===== src/pll_clock_pkg.sv =====
// shared constants, types and decode functions of the pll clock module
package pll_clock_pkg;

  localparam int ADDR_W = 16;
  localparam int DATA_W = 16;

  // register addresses
  localparam logic [15:0] ADDR_EXT_CLOCK_CTRL = 16'h7010;
  localparam logic [15:0] ADDR_PLL_STATUS     = 16'h7011;
  localparam logic [15:0] ADDR_CLOCK_CONTROL  = 16'h7012;
  localparam logic [15:0] ADDR_PLL_RATIO      = 16'h7021;

  // pll_ratio_reg
  localparam int         RATIO_W   = 5;
  localparam logic [4:0] RATIO_MAX = 5'h10;
  localparam logic [4:0] RATIO_RST = 5'h00;

  // pll_status_reg fields
  localparam int         STS_LOCKED_BIT = 0;
  localparam int         STS_OFF_BIT    = 1;
  localparam int         STS_DIV_LSB    = 2;
  localparam int         DIV_W          = 2;
  localparam logic [1:0] CPU_CLOCK_IN_DIV_SELECT_RST     = 2'h0;
  localparam logic       OFF_RST        = 1'b0;

  // clock_control_reg fields
  localparam int         CCR_W         = 6;
  localparam int         CCR_CORE_B    = 0;
  localparam int         CCR_WD_B      = 1;
  localparam int         CCR_TMR2_B    = 2;
  localparam int         CCR_USE_EXT   = 3;
  localparam int         CCR_XTAL_OFF  = 4;
  localparam int         CCR_EXTIN_OFF = 5;
  localparam logic [5:0] CCR_RST       = 6'h30;

  // ext_clock_ctrl_reg fields
  localparam int   EXT_PIN_SEL_BIT = 0;
  localparam logic EXT_PIN_SEL_RST = 1'b0;

  // asynchronous inputs, index into the synchroniser bank
  localparam int PIN_OSC_A  = 0;
  localparam int PIN_OSC_B  = 1;
  localparam int PIN_XTAL   = 2;
  localparam int PIN_GPIO_A = 3;
  localparam int PIN_GPIO_B = 4;
  localparam int PIN_LOCK   = 5;
  localparam int NUM_PINS   = 6;

  // pll settling interval
  localparam int LOCK_TIME_US = 1000;
  localparam int CLK_MHZ      = 100;
  localparam int LOCK_CYCLES  = LOCK_TIME_US * CLK_MHZ;

  typedef enum logic [1:0] {DIV_BY_4, DIV_BY_2, DIV_BY_1} div_t;

  function automatic div_t divDecode(input logic [1:0] sel);
    case (sel)
      2'h2:    divDecode = DIV_BY_2;
      2'h3:    divDecode = DIV_BY_1;
      default: divDecode = DIV_BY_4;
    endcase
  endfunction

  // last oscillator edge count of one cpu period
  function automatic logic [1:0] divLimit(input div_t d);
    unique case (d)
      DIV_BY_4: divLimit = 2'h3;
      DIV_BY_2: divLimit = 2'h1;
      DIV_BY_1: divLimit = 2'h0;
    endcase
  endfunction

endpackage


===== src/pll_clock_module.sv =====
// pll clock control: registers, source selection, bypass and cpu divider
//
// Local design decisions: the strobed register port and the placing of the registers.
`timescale 1ns/1ps
// Functional notes
// - five-bit ratio multiplies oscillator by 1..16
// - ratio 1..16 enables pll, divider still applies
// - divider select 0,1 /4; 2 /2; 3 /1
// - divider select resets to divide by four
// - ratio write forces bypass until pll locks
// - reset and zero ratio both mean bypass
// - ratio and status reset by pin/watchdog only
// - power-off bit disables pll, reference feeds divider
// - either internal oscillator for watchdog, core, timer
// - external clock from one of two pins
// - external-clock-off bit forces that input low
// - control writes only under protected write unlock
module pll_clock_module #(
  parameter int LOCK_CYCLES = pll_clock_pkg::LOCK_CYCLES
) (
  input  wire logic                 sys_clk,
  input  wire logic                 rst_b,
  input  wire logic                 pinWdRst_b,
  input  wire logic [15:0]          addr,
  input  wire logic [15:0]          wrData,
  input  wire logic                 wrEn,
  input  wire logic                 rdEn,
  input  wire logic                 protectedWriteUnlock,
  input  wire logic                 intOscA,
  input  wire logic                 intOscB,
  input  wire logic                 xtalOsc,
  input  wire logic                 gpioClkA,
  input  wire logic                 gpioClkB,
  input  wire logic                 pllLockIn,
  output logic [15:0]               rdData_q,
  output logic [4:0]                pllRatioOut_q,
  output logic                      pllPowerDown_q,
  output logic                      pllBypass_q,
  output pll_clock_pkg::div_t       cpuDivide_q,
  output logic                      cpuClockEn_q,
  output logic                      oscillatorTick_q,
  output logic                      extClockInput_q,
  output logic                      wdClockTick_q,
  output logic                      tmr2ClockTick_q
);

  localparam int NP = pll_clock_pkg::NUM_PINS;

  logic [4:0]  ratio_q;
  logic        pll_power_off_q;
  logic [1:0]  cpu_clock_in_div_select_q;
  logic [5:0]  ccr_q;
  logic        extPinSel_q;
  logic [1:0]  divCnt_q;
  logic        oscPrev_q;
  logic        pllLocked;
  logic [NP-1:0] rawPin;
  logic [NP-1:0] sync1_q;
  logic [NP-1:0] sync2_q;
  logic [NP-1:0] sync3_q;
  logic [NP-1:0] level_q;
  logic [NP-1:0] rise;
  logic [NP-1:0] agree;
  logic        wrOk;
  logic        wrRatio;
  logic        wrStatus;
  logic        wrCcr;
  logic        wrExt;
  logic        ratioValid;
  logic        bypass;
  logic        extClk;
  logic        oscLevel;
  logic        oscTick;
  pll_clock_pkg::div_t divNow;

  // ---------------- pin synchronisers ----------------
  assign rawPin = {pllLockIn, gpioClkB, gpioClkA, xtalOsc, intOscB, intOscA};

  always_ff @(posedge sys_clk or negedge rst_b) begin
    if (!rst_b) begin
      sync1_q <= '0;
      sync2_q <= '0;
      sync3_q <= '0;
    end else begin
      sync1_q <= rawPin;
      sync2_q <= sync1_q;
      sync3_q <= sync2_q;
    end
  end

  // a level counts once the second and third stages agree
  assign agree = ~(sync2_q ^ sync3_q);

  // one process owns the whole level vector; bits hold while their stages differ
  always_ff @(posedge sys_clk or negedge rst_b) begin
    if (!rst_b) begin
      level_q <= '0;
    end else begin
      level_q <= (level_q & ~agree) | (sync3_q & agree);
    end
  end

  genvar gi;
  generate
    for (gi = 0; gi < NP; gi++) begin : g_pin
      assign rise[gi] = agree[gi] && sync3_q[gi] && !level_q[gi];
    end
  endgenerate

  // ---------------- register writes ----------------
  assign wrOk     = wrEn && protectedWriteUnlock;
  assign wrRatio  = wrOk && (addr == pll_clock_pkg::ADDR_PLL_RATIO);
  assign wrStatus = wrOk && (addr == pll_clock_pkg::ADDR_PLL_STATUS);
  assign wrCcr    = wrOk && (addr == pll_clock_pkg::ADDR_CLOCK_CONTROL);
  assign wrExt    = wrOk && (addr == pll_clock_pkg::ADDR_EXT_CLOCK_CTRL);

  // ratio and status survive debugger and missing-clock resets
  always_ff @(posedge sys_clk or negedge pinWdRst_b) begin
    if (!pinWdRst_b) begin
      ratio_q  <= pll_clock_pkg::RATIO_RST;
      pll_power_off_q <= pll_clock_pkg::OFF_RST;
      cpu_clock_in_div_select_q <= pll_clock_pkg::CPU_CLOCK_IN_DIV_SELECT_RST;
    end else begin
      if (wrRatio) begin
        ratio_q <= wrData[pll_clock_pkg::RATIO_W-1:0];
      end
      if (wrStatus) begin
        pll_power_off_q <= wrData[pll_clock_pkg::STS_OFF_BIT];
        cpu_clock_in_div_select_q <= wrData[pll_clock_pkg::STS_DIV_LSB +: pll_clock_pkg::DIV_W];
      end
    end
  end

  always_ff @(posedge sys_clk or negedge rst_b) begin
    if (!rst_b) begin
      ccr_q       <= pll_clock_pkg::CCR_RST;
      extPinSel_q <= pll_clock_pkg::EXT_PIN_SEL_RST;
    end else begin
      if (wrCcr) begin
        ccr_q <= wrData[pll_clock_pkg::CCR_W-1:0];
      end
      if (wrExt) begin
        extPinSel_q <= wrData[pll_clock_pkg::EXT_PIN_SEL_BIT];
      end
    end
  end

  // ---------------- read port ----------------
  always_ff @(posedge sys_clk or negedge rst_b) begin
    if (!rst_b) begin
      rdData_q <= '0;
    end else begin
      rdData_q <= '0;
      if (rdEn) begin
        unique case (addr)
          pll_clock_pkg::ADDR_PLL_RATIO: begin
            rdData_q[pll_clock_pkg::RATIO_W-1:0] <= ratio_q;
          end
          pll_clock_pkg::ADDR_PLL_STATUS: begin
            rdData_q[pll_clock_pkg::STS_LOCKED_BIT] <= pllLocked;
            rdData_q[pll_clock_pkg::STS_OFF_BIT]    <= pll_power_off_q;
            rdData_q[pll_clock_pkg::STS_DIV_LSB +: pll_clock_pkg::DIV_W] <= cpu_clock_in_div_select_q;
          end
          pll_clock_pkg::ADDR_CLOCK_CONTROL: begin
            rdData_q[pll_clock_pkg::CCR_W-1:0] <= ccr_q;
          end
          pll_clock_pkg::ADDR_EXT_CLOCK_CTRL: begin
            rdData_q[pll_clock_pkg::EXT_PIN_SEL_BIT] <= extPinSel_q;
          end
          default: begin
            rdData_q <= '0;
          end
        endcase
      end
    end
  end

  // ---------------- lock qualification ----------------
  // ratios above sixteen are outside the multiplier range and stay bypassed
  assign ratioValid = (ratio_q != '0) && (ratio_q <= pll_clock_pkg::RATIO_MAX);

  pll_lock_timer #(
    .LOCK_CYCLES (LOCK_CYCLES)
  ) u_lock (
    .sys_clk  (sys_clk),
    .rst_b    (pinWdRst_b),
    .restart  (wrRatio),
    .enable   (ratioValid && !pll_power_off_q),
    .lockIn   (level_q[pll_clock_pkg::PIN_LOCK]),
    .locked_q (pllLocked)
  );

  // bypass on zero ratio, while relocking, or with the pll powered off
  assign bypass = !ratioValid || !pllLocked || pll_power_off_q;

  always_ff @(posedge sys_clk or negedge rst_b) begin
    if (!rst_b) begin
      pllBypass_q    <= 1'b1;
      pllPowerDown_q <= 1'b0;
      pllRatioOut_q  <= pll_clock_pkg::RATIO_RST;
      cpuDivide_q    <= pll_clock_pkg::DIV_BY_4;
    end else begin
      pllBypass_q    <= bypass;
      pllPowerDown_q <= pll_power_off_q;
      pllRatioOut_q  <= ratioValid ? ratio_q : '0;
      cpuDivide_q    <= divNow;
    end
  end

  // ---------------- source selection ----------------
  assign extClk = (extPinSel_q ? level_q[pll_clock_pkg::PIN_GPIO_B]
                               : level_q[pll_clock_pkg::PIN_GPIO_A])
                  && !ccr_q[pll_clock_pkg::CCR_EXTIN_OFF];

  always_comb begin
    if (ccr_q[pll_clock_pkg::CCR_USE_EXT]) begin
      oscLevel = (level_q[pll_clock_pkg::PIN_XTAL] && !ccr_q[pll_clock_pkg::CCR_XTAL_OFF])
                 || extClk;
    end else if (ccr_q[pll_clock_pkg::CCR_CORE_B]) begin
      oscLevel = level_q[pll_clock_pkg::PIN_OSC_B];
    end else begin
      oscLevel = level_q[pll_clock_pkg::PIN_OSC_A];
    end
  end

  assign oscTick = oscLevel && !oscPrev_q;
  assign divNow  = pll_clock_pkg::divDecode(cpu_clock_in_div_select_q);

  always_ff @(posedge sys_clk or negedge rst_b) begin
    if (!rst_b) begin
      oscPrev_q        <= 1'b0;
      oscillatorTick_q <= 1'b0;
      extClockInput_q  <= 1'b0;
      wdClockTick_q    <= 1'b0;
      tmr2ClockTick_q  <= 1'b0;
    end else begin
      oscPrev_q        <= oscLevel;
      oscillatorTick_q <= oscTick;
      extClockInput_q  <= extClk;
      wdClockTick_q    <= ccr_q[pll_clock_pkg::CCR_WD_B] ? rise[pll_clock_pkg::PIN_OSC_B]
                                                         : rise[pll_clock_pkg::PIN_OSC_A];
      tmr2ClockTick_q  <= ccr_q[pll_clock_pkg::CCR_TMR2_B] ? rise[pll_clock_pkg::PIN_OSC_B]
                                                           : rise[pll_clock_pkg::PIN_OSC_A];
    end
  end

  // ---------------- bypass cpu clock divider ----------------
  // in bypass the cpu enable is the oscillator divided by the select;
  // with the pll running the clock tree takes the vco through cpuDivide_q
  always_ff @(posedge sys_clk or negedge rst_b) begin
    if (!rst_b) begin
      divCnt_q     <= '0;
      cpuClockEn_q <= 1'b0;
    end else begin
      cpuClockEn_q <= 1'b0;
      if (oscTick) begin
        if (divCnt_q >= pll_clock_pkg::divLimit(divNow)) begin
          divCnt_q     <= '0;
          cpuClockEn_q <= pllBypass_q;
        end else begin
          divCnt_q <= divCnt_q + 1'b1;
        end
      end
    end
  end
endmodule


===== src/pll_lock_timer.sv =====
// lock interval timer that qualifies the analog pll lock indication
`timescale 1ns/1ps
module pll_lock_timer #(
  parameter int LOCK_CYCLES = pll_clock_pkg::LOCK_CYCLES,
  parameter int CNT_W       = $clog2(LOCK_CYCLES + 1)
) (
  input  wire logic sys_clk,
  input  wire logic rst_b,
  input  wire logic restart,
  input  wire logic enable,
  input  wire logic lockIn,
  output logic      locked_q
);

  localparam logic [CNT_W-1:0] LAST = CNT_W'(LOCK_CYCLES - 1);

  logic [CNT_W-1:0] count_q;

  // a restart wins over a completing count: a new ratio always relocks
  always_ff @(posedge sys_clk or negedge rst_b) begin
    if (!rst_b) begin
      count_q  <= '0;
      locked_q <= 1'b0;
    end else if (restart || !enable || !lockIn) begin
      count_q  <= '0;
      locked_q <= 1'b0;
    end else if (count_q == LAST) begin
      locked_q <= 1'b1;
    end else begin
      count_q <= count_q + 1'b1;
    end
  end

endmodule

===== config.mk =====
export PLATFORM = sky130hd
export DESIGN_NAME = pll_clock_module
export DESIGN_NICKNAME = d
export VERILOG_FILES = /design/src/pll_clock_pkg.sv /design/src/pll_clock_module.sv /design/src/pll_lock_timer.sv
export SDC_FILE = /design/constraint.sdc
export NUM_CORES = 1
export LEC_CHECK = 0
export BUFFER_PORTS_ARGS = -buffer_cell sky130_fd_sc_hd__clkbuf_2
export CORE_UTILIZATION = 25
export CTS_BUF_LIST = sky130_fd_sc_hd__clkbuf_8
export CTS_CLUSTER_SIZE = 8
export DETAILED_ROUTE_END_ITERATION = 12
export GPL_TIMING_DRIVEN = 0
export PLACE_DENSITY_LB_ADDON = 0.2
export SKIP_CTS_REPAIR_TIMING = 1
export SLEW_MARGIN = 20
export SYNTH_ARGS = -nofsm -noshare
export SYNTH_HDL_FRONTEND = slang
export SYNTH_HIERARCHICAL = 1
export SYNTH_SLANG_ARGS = --single-unit

===== constraint.sdc =====
create_clock -name sys_clk -period 4.95 [get_ports sys_clk]
set_clock_uncertainty 0.15 [all_clocks]
set_input_delay 0.99 -clock sys_clk [delete_from_list [all_inputs] [get_ports sys_clk]]
set_output_delay 0.99 -clock sys_clk [all_outputs]
set_load 0.02 [all_outputs]

==> impl_metrics.tcl, run 1 <==
set metrics [dict create \
    synth_area_leaders "dfrtp_1 56%, mux2_2 4.3%, mux2_4 2.6%" \
    place_area_um2 3960 \
    hold_start "sync1_q[1]$_DFF_PN0_" \
    maxSlewHeadroom_pct 51.2 \
    synthFlopType "dfrtp_1" \
    power.leakage_uw 0.00196 \
    drt_iter0_drc 79 \
    vias 2227 \
    htree_levels 3 \
    cp_data_arrival_time_ns 3.38 \
    status "completed" \
    start_kind "input pin" \
    worstPathMaxFanout 10 \
    vias_per_cell 4.25 \
    first_global_vias 2248 \
    cts_tree "done" \
    max_freq_mhz 302 \
    start_util_pct 25.7 \
    gr-usage-met3_pct 4.31 \
    place.detailed.hpwl_um 5030 \
    cts_buffer_depth 2 \
    gp_congestion 0.744 \
    clock_latency_ns 0.37 \
    syn_inst 270 \
    port_buffers 53 \
    die_width_um 119 \
    final_antenna_net_count 0 \
    tns_ns 0 \
    grt_max_degree 55 \
    layout.nets 393 \
    pin_count 74 \
    min_period_ns 3.31 \
    drt_wl_total_um 6800 \
    rr_endpoint "u_lock/count_q[6]$_DFFE_PN0P_" \
    fin_cells 524 \
    peakVddDrop_mv 0.146 \
    reg2reg_depth 6 \
    holdPathEnd "sync2_q[1]$_DFF_PN0_" \
    worstMarginPinSlew_ns 0.732 \
    syn-cell-area_um2 3440 \
    pre_cts_slack_ns 1.23 \
    post-route-cell-area_um2 4180 \
    crit_path_cell_trace "clkbuf_2 > or4b_2 > nor4_1 > and3_1 > buf_4 > nand3b_1 > clkbuf_1 > nor2_1" \
    synth_edf_count 0 \
    r2r_slack_ns 2.66 \
    drt_first_pass_iters 4 \
    critPathLaunch "addr[4]" \
    drive_gt1_share_pct 33.9 \
    seq_area_frac_synth_pct 58.4 \
    syn2layout_area_growth_pct 21.7 \
    antenna_found_initial 0 \
    setup.worst_path.class "input pin to register" \
    cts-buffers-inserted 9 \
    drv_cap 0 \
    grt.overflow.total 0 \
    dieHeight_um 119 \
    ys_warn_count 6 \
    ys_ff_latch 80 \
    setup_violations 0 \
    setup_ws_ns 1.64 \
    hold_class "register to register" \
    cp_slowest_cell "or4b_2" \
    grt.total_usage_pct 10.8 \
    rsz0062_at_grt "false" \
    row_count 42 \
    wire_per_inst_um 13.0 \
    period_share_pct 66.8 \
    avgSynthCellArea_um2 12.7 \
    synth_top_area_share_pct 56.1 \
    numPlacedInstances 508 \
    hold_viol 0 \
    cts-root-buf "clkbuf_8" \
    grtUsageMet1_pct 13.6 \
    clkTransAtPathRegs_ns 0.08 \
    grt_pass1_wl_um 11500 \
    endpoint_kind "register" \
    timing.rr.start "ratio_q[3]$_DFFE_PN0P_" \
    yosys.area.top_type "dfrtp_1" \
    ys_async_sr_fraction_pct 100 \
    dieArea_um2 14200 \
    grt_util_met2_pct 16.4 \
    drv_slew 0 \
    power_density_nw_per_um2 323 \
    yosysUniqueCellTypes 59 \
    hold_depth 0 \
    core_um2 13300 \
    antenna_cells 0 \
    cp.required_ns 5.02 \
    post-route-drc-count 0 \
    slowest_delay_ns 0.68 \
    grt.busiest_layer "met2" \
    clock_sinks 80 \
]
-- how the worst max path moves through the flow --
stage	to	slack, ns	depth (start not counted)
6_report	u_lock/count_q[6]$_DFFE_PN0P_	1.64	8
5_1_grt	u_lock/count_q[6]$_DFFE_PN0P_	1.51	8
4_1_cts	u_lock/count_q[6]$_DFFE_PN0P_	1.62	8
3_5_place_dp	u_lock/count_q[7]$_DFFE_PN0P_	1.23	8
3_3_place_gp	u_lock/count_q[8]$_DFFE_PN0P_	1.22	8
2_1_floorplan	u_lock/count_q[10]$_DFFE_PN0P_	1.88	7
-- flip-flops by register name, indices dropped and copies added (netlist names), 5 cells and up, named ones only --
| register | flops |
|---|---|
| ccr_q | 6 |
| pllRatioOut_q | 5 |
| ratio_q | 5 |
| rdData_q | 6 |
| sync1_q | 6 |
| sync2_q | 6 |
| sync3_q | 6 |
| u_lock/count_q | 17 |
-- cells in the final DEF (no fill, tap or decap), types with 3 or more instances in the layout --
cell,Yosys,layout
inv_1,10,10
mux2_4,6,6
clkbuf_8,0,9
a22oi_1,3,3
nor2b_1,12,12
mux2_2,13,13
maj3_1,4,4
xor2_1,4,4
buf_4,11,11
nand2_1,13,13
and4_4,3,3
nand4_1,5,5
nor4_1,4,4
or3_1,3,3
a21oi_1,4,4
ha_1,6,6
dfrtp_1,77,77
nor4_4,3,3
nor2_1,23,23
nor3_1,4,4
o21ai_0,4,4
nand3_1,3,3
clkbuf_2,0,52
conb_1,1,10
xnor2_1,5,5
a22o_1,3,3
dfstp_2,3,3
-- critical path, delay by kind of cell --
family	cells	cell delay (ns)
buffers and inverters	3	0.71
and+or+nand+nor	5	1.68
-- layout make-up --
cell class	count	area, µm²
Tap cell	176	220
Sequential cell	80	2010
Fill cell	1372	9170
Buffer	15	113
Clock inverter	7	101
Multi-Input combinational cell	174	1310
Inverter	10	37.5
Timing Repair Buffer	53	268
Clock buffer	9	124
-- per-stage QoR --
step	util (%)	power, µW	hold WS [ns]
finish	31.3	1350	0.203
global route	31.3	1420	0.214
CTS	31.3	1380	0.205
detailed placement	29.6	826	0.186
global placement	29.6	822	0.185
floorplan	-	776	0.181
-- cell usage after synthesis, drive strengths merged, types with 5 or more instances --
master	instances
ha	6
buf	13
xnor2	5
mux2	19
nand2	13
nand4	6
dfrtp	77
nor2b	12
nor4	7
nor2	23
inv	10
-- logic make-up (layout without fill, tap and decap cells) --
| logic type | Yosys count | count (layout) | synth area share, % |
|---|---|---|---|
| mux | 21 | 21 | 7.47 |
| fa+ha+maj | 10 | 10 | 3.35 |
| other cells | 1 | 10 | 0.109 |
| simple gates | 95 | 95 | 17.9 |
| xor+xnor | 9 | 9 | 2.29 |
| flops | 80 | 80 | 58.4 |
| compound gates | 29 | 29 | 6.12 |
| buf+inv | 25 | 94 | 4.37 |
-- per-layer routing --
layer  routed length (µm)  part of all wire (%)
met1                 3170                    47
met5                    0                     0
met4                  112                   1.6
met3                  331                   4.9
met2                 3190                    47
-- power breakdown --
| group | switching [µW] | internal [µW] | leakage [µW] |
|---|---|---|---|
| Combinational | 63.1 | 51.2 | 0.000804 |
| Clock | 250 | 290 | 0.000112 |
| Sequential | 16.1 | 680 | 0.00104 |
No activity file was read; power rests on OpenSTA's default activity.
==> run 2: changes to the inputs <==
--- a/config.mk
+++ b/config.mk
@@ -5,6 +5,7 @@
 export SDC_FILE = /design/constraint.sdc
 export NUM_CORES = 1
 export LEC_CHECK = 0
+export ABC_AREA = 1
 export BUFFER_PORTS_ARGS = -buffer_cell sky130_fd_sc_hd__clkbuf_2
 export CORE_UTILIZATION = 25
 export CTS_BUF_LIST = sky130_fd_sc_hd__clkbuf_8
==> constraint.sdc (replaced) <==
create_clock -name sys_clk -period 3.1 [get_ports sys_clk]
set_clock_uncertainty 0.15 [all_clocks]
set_input_delay 0.62 -clock sys_clk [delete_from_list [all_inputs] [get_ports sys_clk]]
set_output_delay 0.62 -clock sys_clk [all_outputs]
set_load 0.02 [all_outputs]
==> run 2 against run 1 <==
Area after synthesis rose by 7.0%. Largest power group unchanged. Highest routed layer unchanged. Wire length increased by 7.8%. Combinational power decreased by 4%.
==> impl_metrics.tcl, run 2 <==
set metrics [dict create \
    status "completed" \
    maxSlewHeadroom_pct 51.2 \
    setup.worst_path.class "register to register" \
    hold_viol 0 \
    power.leakage_uw 0.00225 \
    layout.nets 511 \
    cts_buffer_depth 2 \
    first_global_vias 2440 \
    gr-usage-met3_pct 3.60 \
    cts-buffers-inserted 9 \
    syn_inst 388 \
    yosys-top-cells-count "80 x nand2_1, 77 x dfrtp_1, 43 x inv_1, 41 x nor2_1, 29 x nand3_1" \
    vias 2668 \
    ys_warn_count 6 \
    syn2layout_area_growth_pct 20.8 \
    syn-cell-area_um2 3680 \
    cts-root-buf "clkbuf_8" \
    worstPathMaxFanout 10 \
    drt_first_pass_iters 4 \
    grt_util_met2_pct 16.3 \
    vias_per_cell 4.13 \
    clock_latency_ns 0.35 \
    power_uw 2090 \
    endpoint_kind "register" \
    peakVddDrop_mv 0.263 \
    synthFlopType "dfrtp_1" \
    worstMarginPinSlew_ns 0.731 \
    power_density_nw_per_um2 470 \
    grt.busiest_layer "met2" \
    mostFrequentLayoutCell "nand2_1" \
    grt_pass1_wl_um 11800 \
    grt.total_usage_pct 10.3 \
    post-route-drc-count 0 \
    dieArea_um2 15200 \
    start_kind "register" \
    largest_reg_flops 17 \
    avgSynthCellArea_um2 9.48 \
    wire_per_inst_um 11.4 \
    drive_gt1_share_pct 27.9 \
    rsz0062_at_grt "false" \
    place.detailed.hpwl_um 5620 \
    max_freq_mhz 423 \
    synth_area_leaders "dfrtp_1 52%, nand2_1 8.2%, inv_1 4.4%" \
    synth_most_common_cell "nand2_1" \
    regMostFlops "u_lock/count_q" \
    htree_levels 3 \
    fillCellCount 1496 \
    reg2reg_depth 8 \
    period_share_pct 76.3 \
    start_util_pct 26.1 \
    die_width_um 123 \
    drv_slew 0 \
    port_buffers 53 \
    row_count 43 \
    drt_iter0_drc 83 \
    tns_ns 0 \
    cp.required_ns 3.21 \
    clock_sinks 80 \
    grt.overflow.total 0 \
    yosysUniqueCellTypes 36 \
    core_um2 14100 \
    cp_data_arrival_time_ns 2.47 \
    cts_tree "done" \
    clkTransAtPathRegs_ns 0.07 \
    min_period_ns 2.36 \
    gp_congestion 0.804 \
    ys_ff_latch 80 \
    grtUsageMet1_pct 13.5 \
    grt_max_degree 55 \
    pin_count 74 \
    hold_class "input pin to asynchronous set/reset pin" \
    synth_top_area_share_pct 52.4 \
    setup_violations 0 \
    antenna_found_initial 0 \
    dieHeight_um 123 \
    ys_async_sr_fraction_pct 100 \
    yosys.area.top_type "dfrtp_1" \
    drv_cap 0 \
    final_antenna_net_count 0 \
    seq_area_frac_synth_pct 54.5 \
    antenna_cells 0 \
    drt_wl_total_um 7340 \
    hold_slack_ns 0.148 \
    synth_edf_count 0 \
    final_cell_mix "80 x nand2_1, 77 x dfrtp_1, 52 x clkbuf_2" \
]
## run 2: changes by cell type after synthesis, moves of 7 or more
cell / delta
mux2_2: -13
nor2_1: +18
nand2_2: +8
nand2_1: +67
nor2b_1: -12
o21ai_0: +10
nor2_4: +11
a21oi_1: +7
inv_1: +33
nand3_1: +26
o21ai_2: +7
## run 2: path summary, 6_finish.rpt
path                                        startpoint                        endpoint  slack (ns)
worst max register to register  ratio_q[3]$_DFFE_PN0P_   u_lock/count_q[4]$_DFFE_PN0P_        0.74
worst min register to register    sync1_q[0]$_DFF_PN0_            sync2_q[0]$_DFF_PN0_        0.20
worst max-delay path            ratio_q[3]$_DFFE_PN0P_   u_lock/count_q[4]$_DFFE_PN0P_        0.74
worst min-delay path                        pinWdRst_b  u_lock/count_q[16]$_DFFE_PN0P_        0.15
max in group asynchronous                        rst_b      asynchronous set/reset pin        2.12
min in group sys_clk              sync1_q[0]$_DFF_PN0_            sync2_q[0]$_DFF_PN0_        0.20
## run 2: routing by layer
layer | vias up | share of wire (%)
met5 | - | 0
met4 | 0 | 0.74
met3 | 4 | 6.5
met2 | 72 | 45
met1 | 1240 | 47
li1 | 1352 | -
## run 2: where the power goes
| part | leakage (µW) | total, µW | internal [µW] | switching [µW] |
|---|---|---|---|---|
| Clock | 0.000130 | 903 | 549 | 355 |
| Combinational | 0.00108 | 110 | 39.6 | 69.9 |
| Sequential | 0.00105 | 1080 | 1070 | 9.51 |
## run 2: logic make-up after synthesis
family / Yosys count / share of synthesized area (%)
AO/OA/AOI/OAI: 36 / 5.82
XOR/XNOR: 5 / 1.19
adder cells (fa/ha/maj): 10 / 3.13
buffers and inverters: 60 / 7.49
flip-flops: 80 / 54.5
other: 1 / 0.102
AND/OR/NAND/NOR: 196 / 27.7
## run 2: cell type report
class                   count  area [µm²]  share of cell area [%]
plain buffers              13        97.6                    2.20
clock buffers              10         138                    3.10
clock inverters             6         101                    2.28
inverters                  47         178                    4.00
multi-input cells         257        1430                    32.2
flip-flops and latches     80        2010                    45.1
well taps                 180         225                    5.07
repair buffers             53         268                    6.03
## run 2: through the flow
step           area [µm²]  util [%]  cells  worst slack, ns
2_1_floorplan        3710         -    397             1.05
3_3_place_gp         4200      29.8    630            0.714
3_5_place_dp         4200      29.8    630            0.711
4_1_cts              4440      31.5    646            0.681
5_1_grt              4440      31.5    646            0.479
6_report             4440      31.5    646            0.735
## run 2: worst max-delay path, cell delays in order, from the launching register on
cell and delay, ns:
dfrtp_1 0.44, nor4_1 0.29, ha_1 0.32, nor2_1 0.20, nand2_1 0.12, nor2_4 0.26
inv_1 0.12, buf_4 0.20, o21ai_0 0.19
==> run 3: changes to the inputs <==
==> constraint.sdc (replaced) <==
create_clock -name sys_clk -period 2.17 [get_ports sys_clk]
set_clock_uncertainty 0.15 [all_clocks]
set_input_delay 0.434 -clock sys_clk [delete_from_list [all_inputs] [get_ports sys_clk]]
set_output_delay 0.434 -clock sys_clk [all_outputs]
set_load 0.02 [all_outputs]
==> run 3 against run 2 <==
Cell count rose by 1.4%. Total power rose by 43%. Sequential power rose by 43%. Final area rose by 2.1%. Global-route usage did not move. Wire length rose by 2.7%. Combinational power rose by 44%. Die area did not move. Sequential share of layout area fell by 0.95 points. Critical path type unchanged.
==> impl_metrics.tcl, run 3 (synthesis gave the netlist of run 2 again) <==
set metrics [dict create \
    status "completed" \
    r2r_slack_ns 0.11 \
    worstMarginPinSlew_ns 0.733 \
    row_count 43 \
    hold_class "input pin to asynchronous set/reset pin" \
    endpoint "u_lock/count_q[9]$_DFFE_PN0P_" \
    drt_iter0_drc 85 \
    min_period_ns 2.06 \
    clock_latency_ns 0.35 \
    slowest_delay_ns 0.42 \
    post-route-drc-count 0 \
    final_antenna_net_count 0 \
    intPower_uw 2360 \
    pin_count 74 \
    timing.rr.start "ratio_q[2]$_DFFE_PN0P_" \
    dieArea_um2 15200 \
    crit_top_cell "nor2_4" \
    finish.utilization_pct 32.2 \
    setup.worst_path.class "register to register" \
    regMostFlops "u_lock/count_q" \
    wire_per_inst_um 11.5 \
    htree_levels 3 \
    cts_buffer_depth 2 \
    die_width_um 123 \
    crit_buf_inv 2 \
    peakVddDrop_mv 0.385 \
    cp_data_arrival_time_ns 2.19 \
    antenna_cells 0 \
    drt_wl_total_um 7540 \
    cts-buffers-inserted 9 \
    seq_power_share_pct 51.5 \
    start_util_pct 26.1 \
    power.leakage_uw 0.00230 \
    critPathLaunch "ratio_q[2]$_DFFE_PN0P_" \
    drive_gt1_share_pct 29.5 \
    clkPwrFrac_pct 43.3 \
    drv_slew 0 \
    period_share_pct 95.1 \
    cp_slowest_cell "dfrtp_1" \
    path_delay_family "simple AND/OR/NAND/NOR gates" \
    hold_viol 0 \
    mostFrequentLayoutCell "nand2_1" \
    p_sw_uw 621 \
    port_buffers 53 \
    grt.total_usage_pct 10.3 \
    grt_max_degree 55 \
    first_global_vias 2440 \
    grt.overflow.total 0 \
    endpoint_kind "register" \
    reg2reg_depth 8 \
    cp.required_ns 2.29 \
    grt_pass1_wl_um 11800 \
    maxSlewHeadroom_pct 51.1 \
    clkTransAtPathRegs_ns 0.08 \
    p_comb_share_pct 5.3 \
    syn2layout_area_growth_pct 23.4 \
    cts-root-buf "clkbuf_8" \
    cts_tree "done" \
    power_density_nw_per_um2 658 \
    tns_ns 0 \
    clock_sinks 80 \
    crit_path_cell_trace "nor4_2 > ha_1 > nor2_4 > nand2_1 > nor2_4 > inv_1 > buf_6 > nor3b_2" \
    largest_reg_flops 17 \
    drt_first_pass_iters 4 \
    final_cell_mix "80 x nand2_1, 77 x dfrtp_1, 52 x clkbuf_2" \
    layout.nets 520 \
    max_freq_mhz 485 \
    setup_violations 0 \
    worstSetupPathDepth 8 \
    antenna_found_initial 0 \
    core_um2 14100 \
    dieHeight_um 123 \
    gp_congestion 0.804 \
    worstPathMaxFanout 10 \
    rr_endpoint "u_lock/count_q[9]$_DFFE_PN0P_" \
    drv_cap 0 \
    vias 2697 \
    place.detailed.hpwl_um 5620 \
    vias_per_cell 4.12 \
    start_kind "register" \
    p_sw_share_pct 20.8 \
]
[run 3: changes by cell type in the layout (fill, tap and decap cells not counted), sizes merged]
cell / before / now
buf: 12 / 20
dlygate4sd3: 0 / 1
[run 3: worst register-to-register path, stage by stage (launching register included)]
cell	delay (ns)
dfrtp_1	0.42
nor4_2	0.31
ha_1	0.33
nor2_4	0.12
nand2_1	0.09
nor2_4	0.16
inv_1	0.09
buf_6	0.15
nor3b_2	0.16
[run 3: power by group through the flow]
stage | logic (µW) | registers [µW] | clock network [µW]
final | 158 | 1540 | 1290
after global routing | 179 | 1540 | 1410
after CTS | 162 | 1540 | 1350
after detailed placement | 161 | 1570 | 0
after global placement | 158 | 1560 | 0
after floorplan | 77.5 | 1570 | 0
[run 3: final cells by class]
| type | instances | area, µm² |
|---|---|---|
| Fill cell | 1484 | 9560 |
| Clock buffer | 10 | 138 |
| Buffer | 13 | 101 |
| Timing Repair Buffer | 62 | 338 |
| Multi-Input combinational cell | 257 | 1450 |
| Tap cell | 180 | 225 |
| Clock inverter | 6 | 101 |
| Inverter | 47 | 178 |
| Sequential cell | 80 | 2010 |
[run 3: worst min-delay path by stage]
stage,from,to,slack (ns),depth (start not counted)
4_1_cts,pinWdRst_b,u_lock/count_q[16]$_DFFE_PN0P_,-0.04,1
2_1_floorplan,rst_b,asynchronous set/reset pin,-0.01,0
3_3_place_gp,sync1_q[1]$_DFF_PN0_,sync2_q[1]$_DFF_PN0_,0.19,0
5_1_grt,gpioClkA,sync1_q[3]$_DFF_PN0_,0.01,1
6_report,rst_b,oscillatorTick_q$_DFF_PN0_,0.01,1
3_5_place_dp,sync1_q[3]$_DFF_PN0_,sync2_q[3]$_DFF_PN0_,0.18,0
[run 3: stage by stage]
step / area, µm² / power [µW] / cells / hold slack (ns) / worst slack [ns]
4_1_cts: 4440 / 3050 / 646 / -0.0361 / -0.249
2_1_floorplan: 3710 / 1640 / 397 / -0.0116 / 0.192
5_1_grt: 4540 / 3130 / 655 / 0.0127 / -0.0413
6_report: 4540 / 2990 / 655 / 0.0102 / 0.106
3_3_place_gp: 4200 / 1720 / 630 / 0.185 / -0.194
3_5_place_dp: 4200 / 1730 / 630 / 0.185 / -0.190
[run 3: layer usage]
metal,GRT usage [%],routed length (µm),up-vias
met1,13.5,3570,1261
met4,2.48,54,0
li1,-,-,1369
met2,16.3,3500,63
met5,0,0,-
met3,3.60,415,4
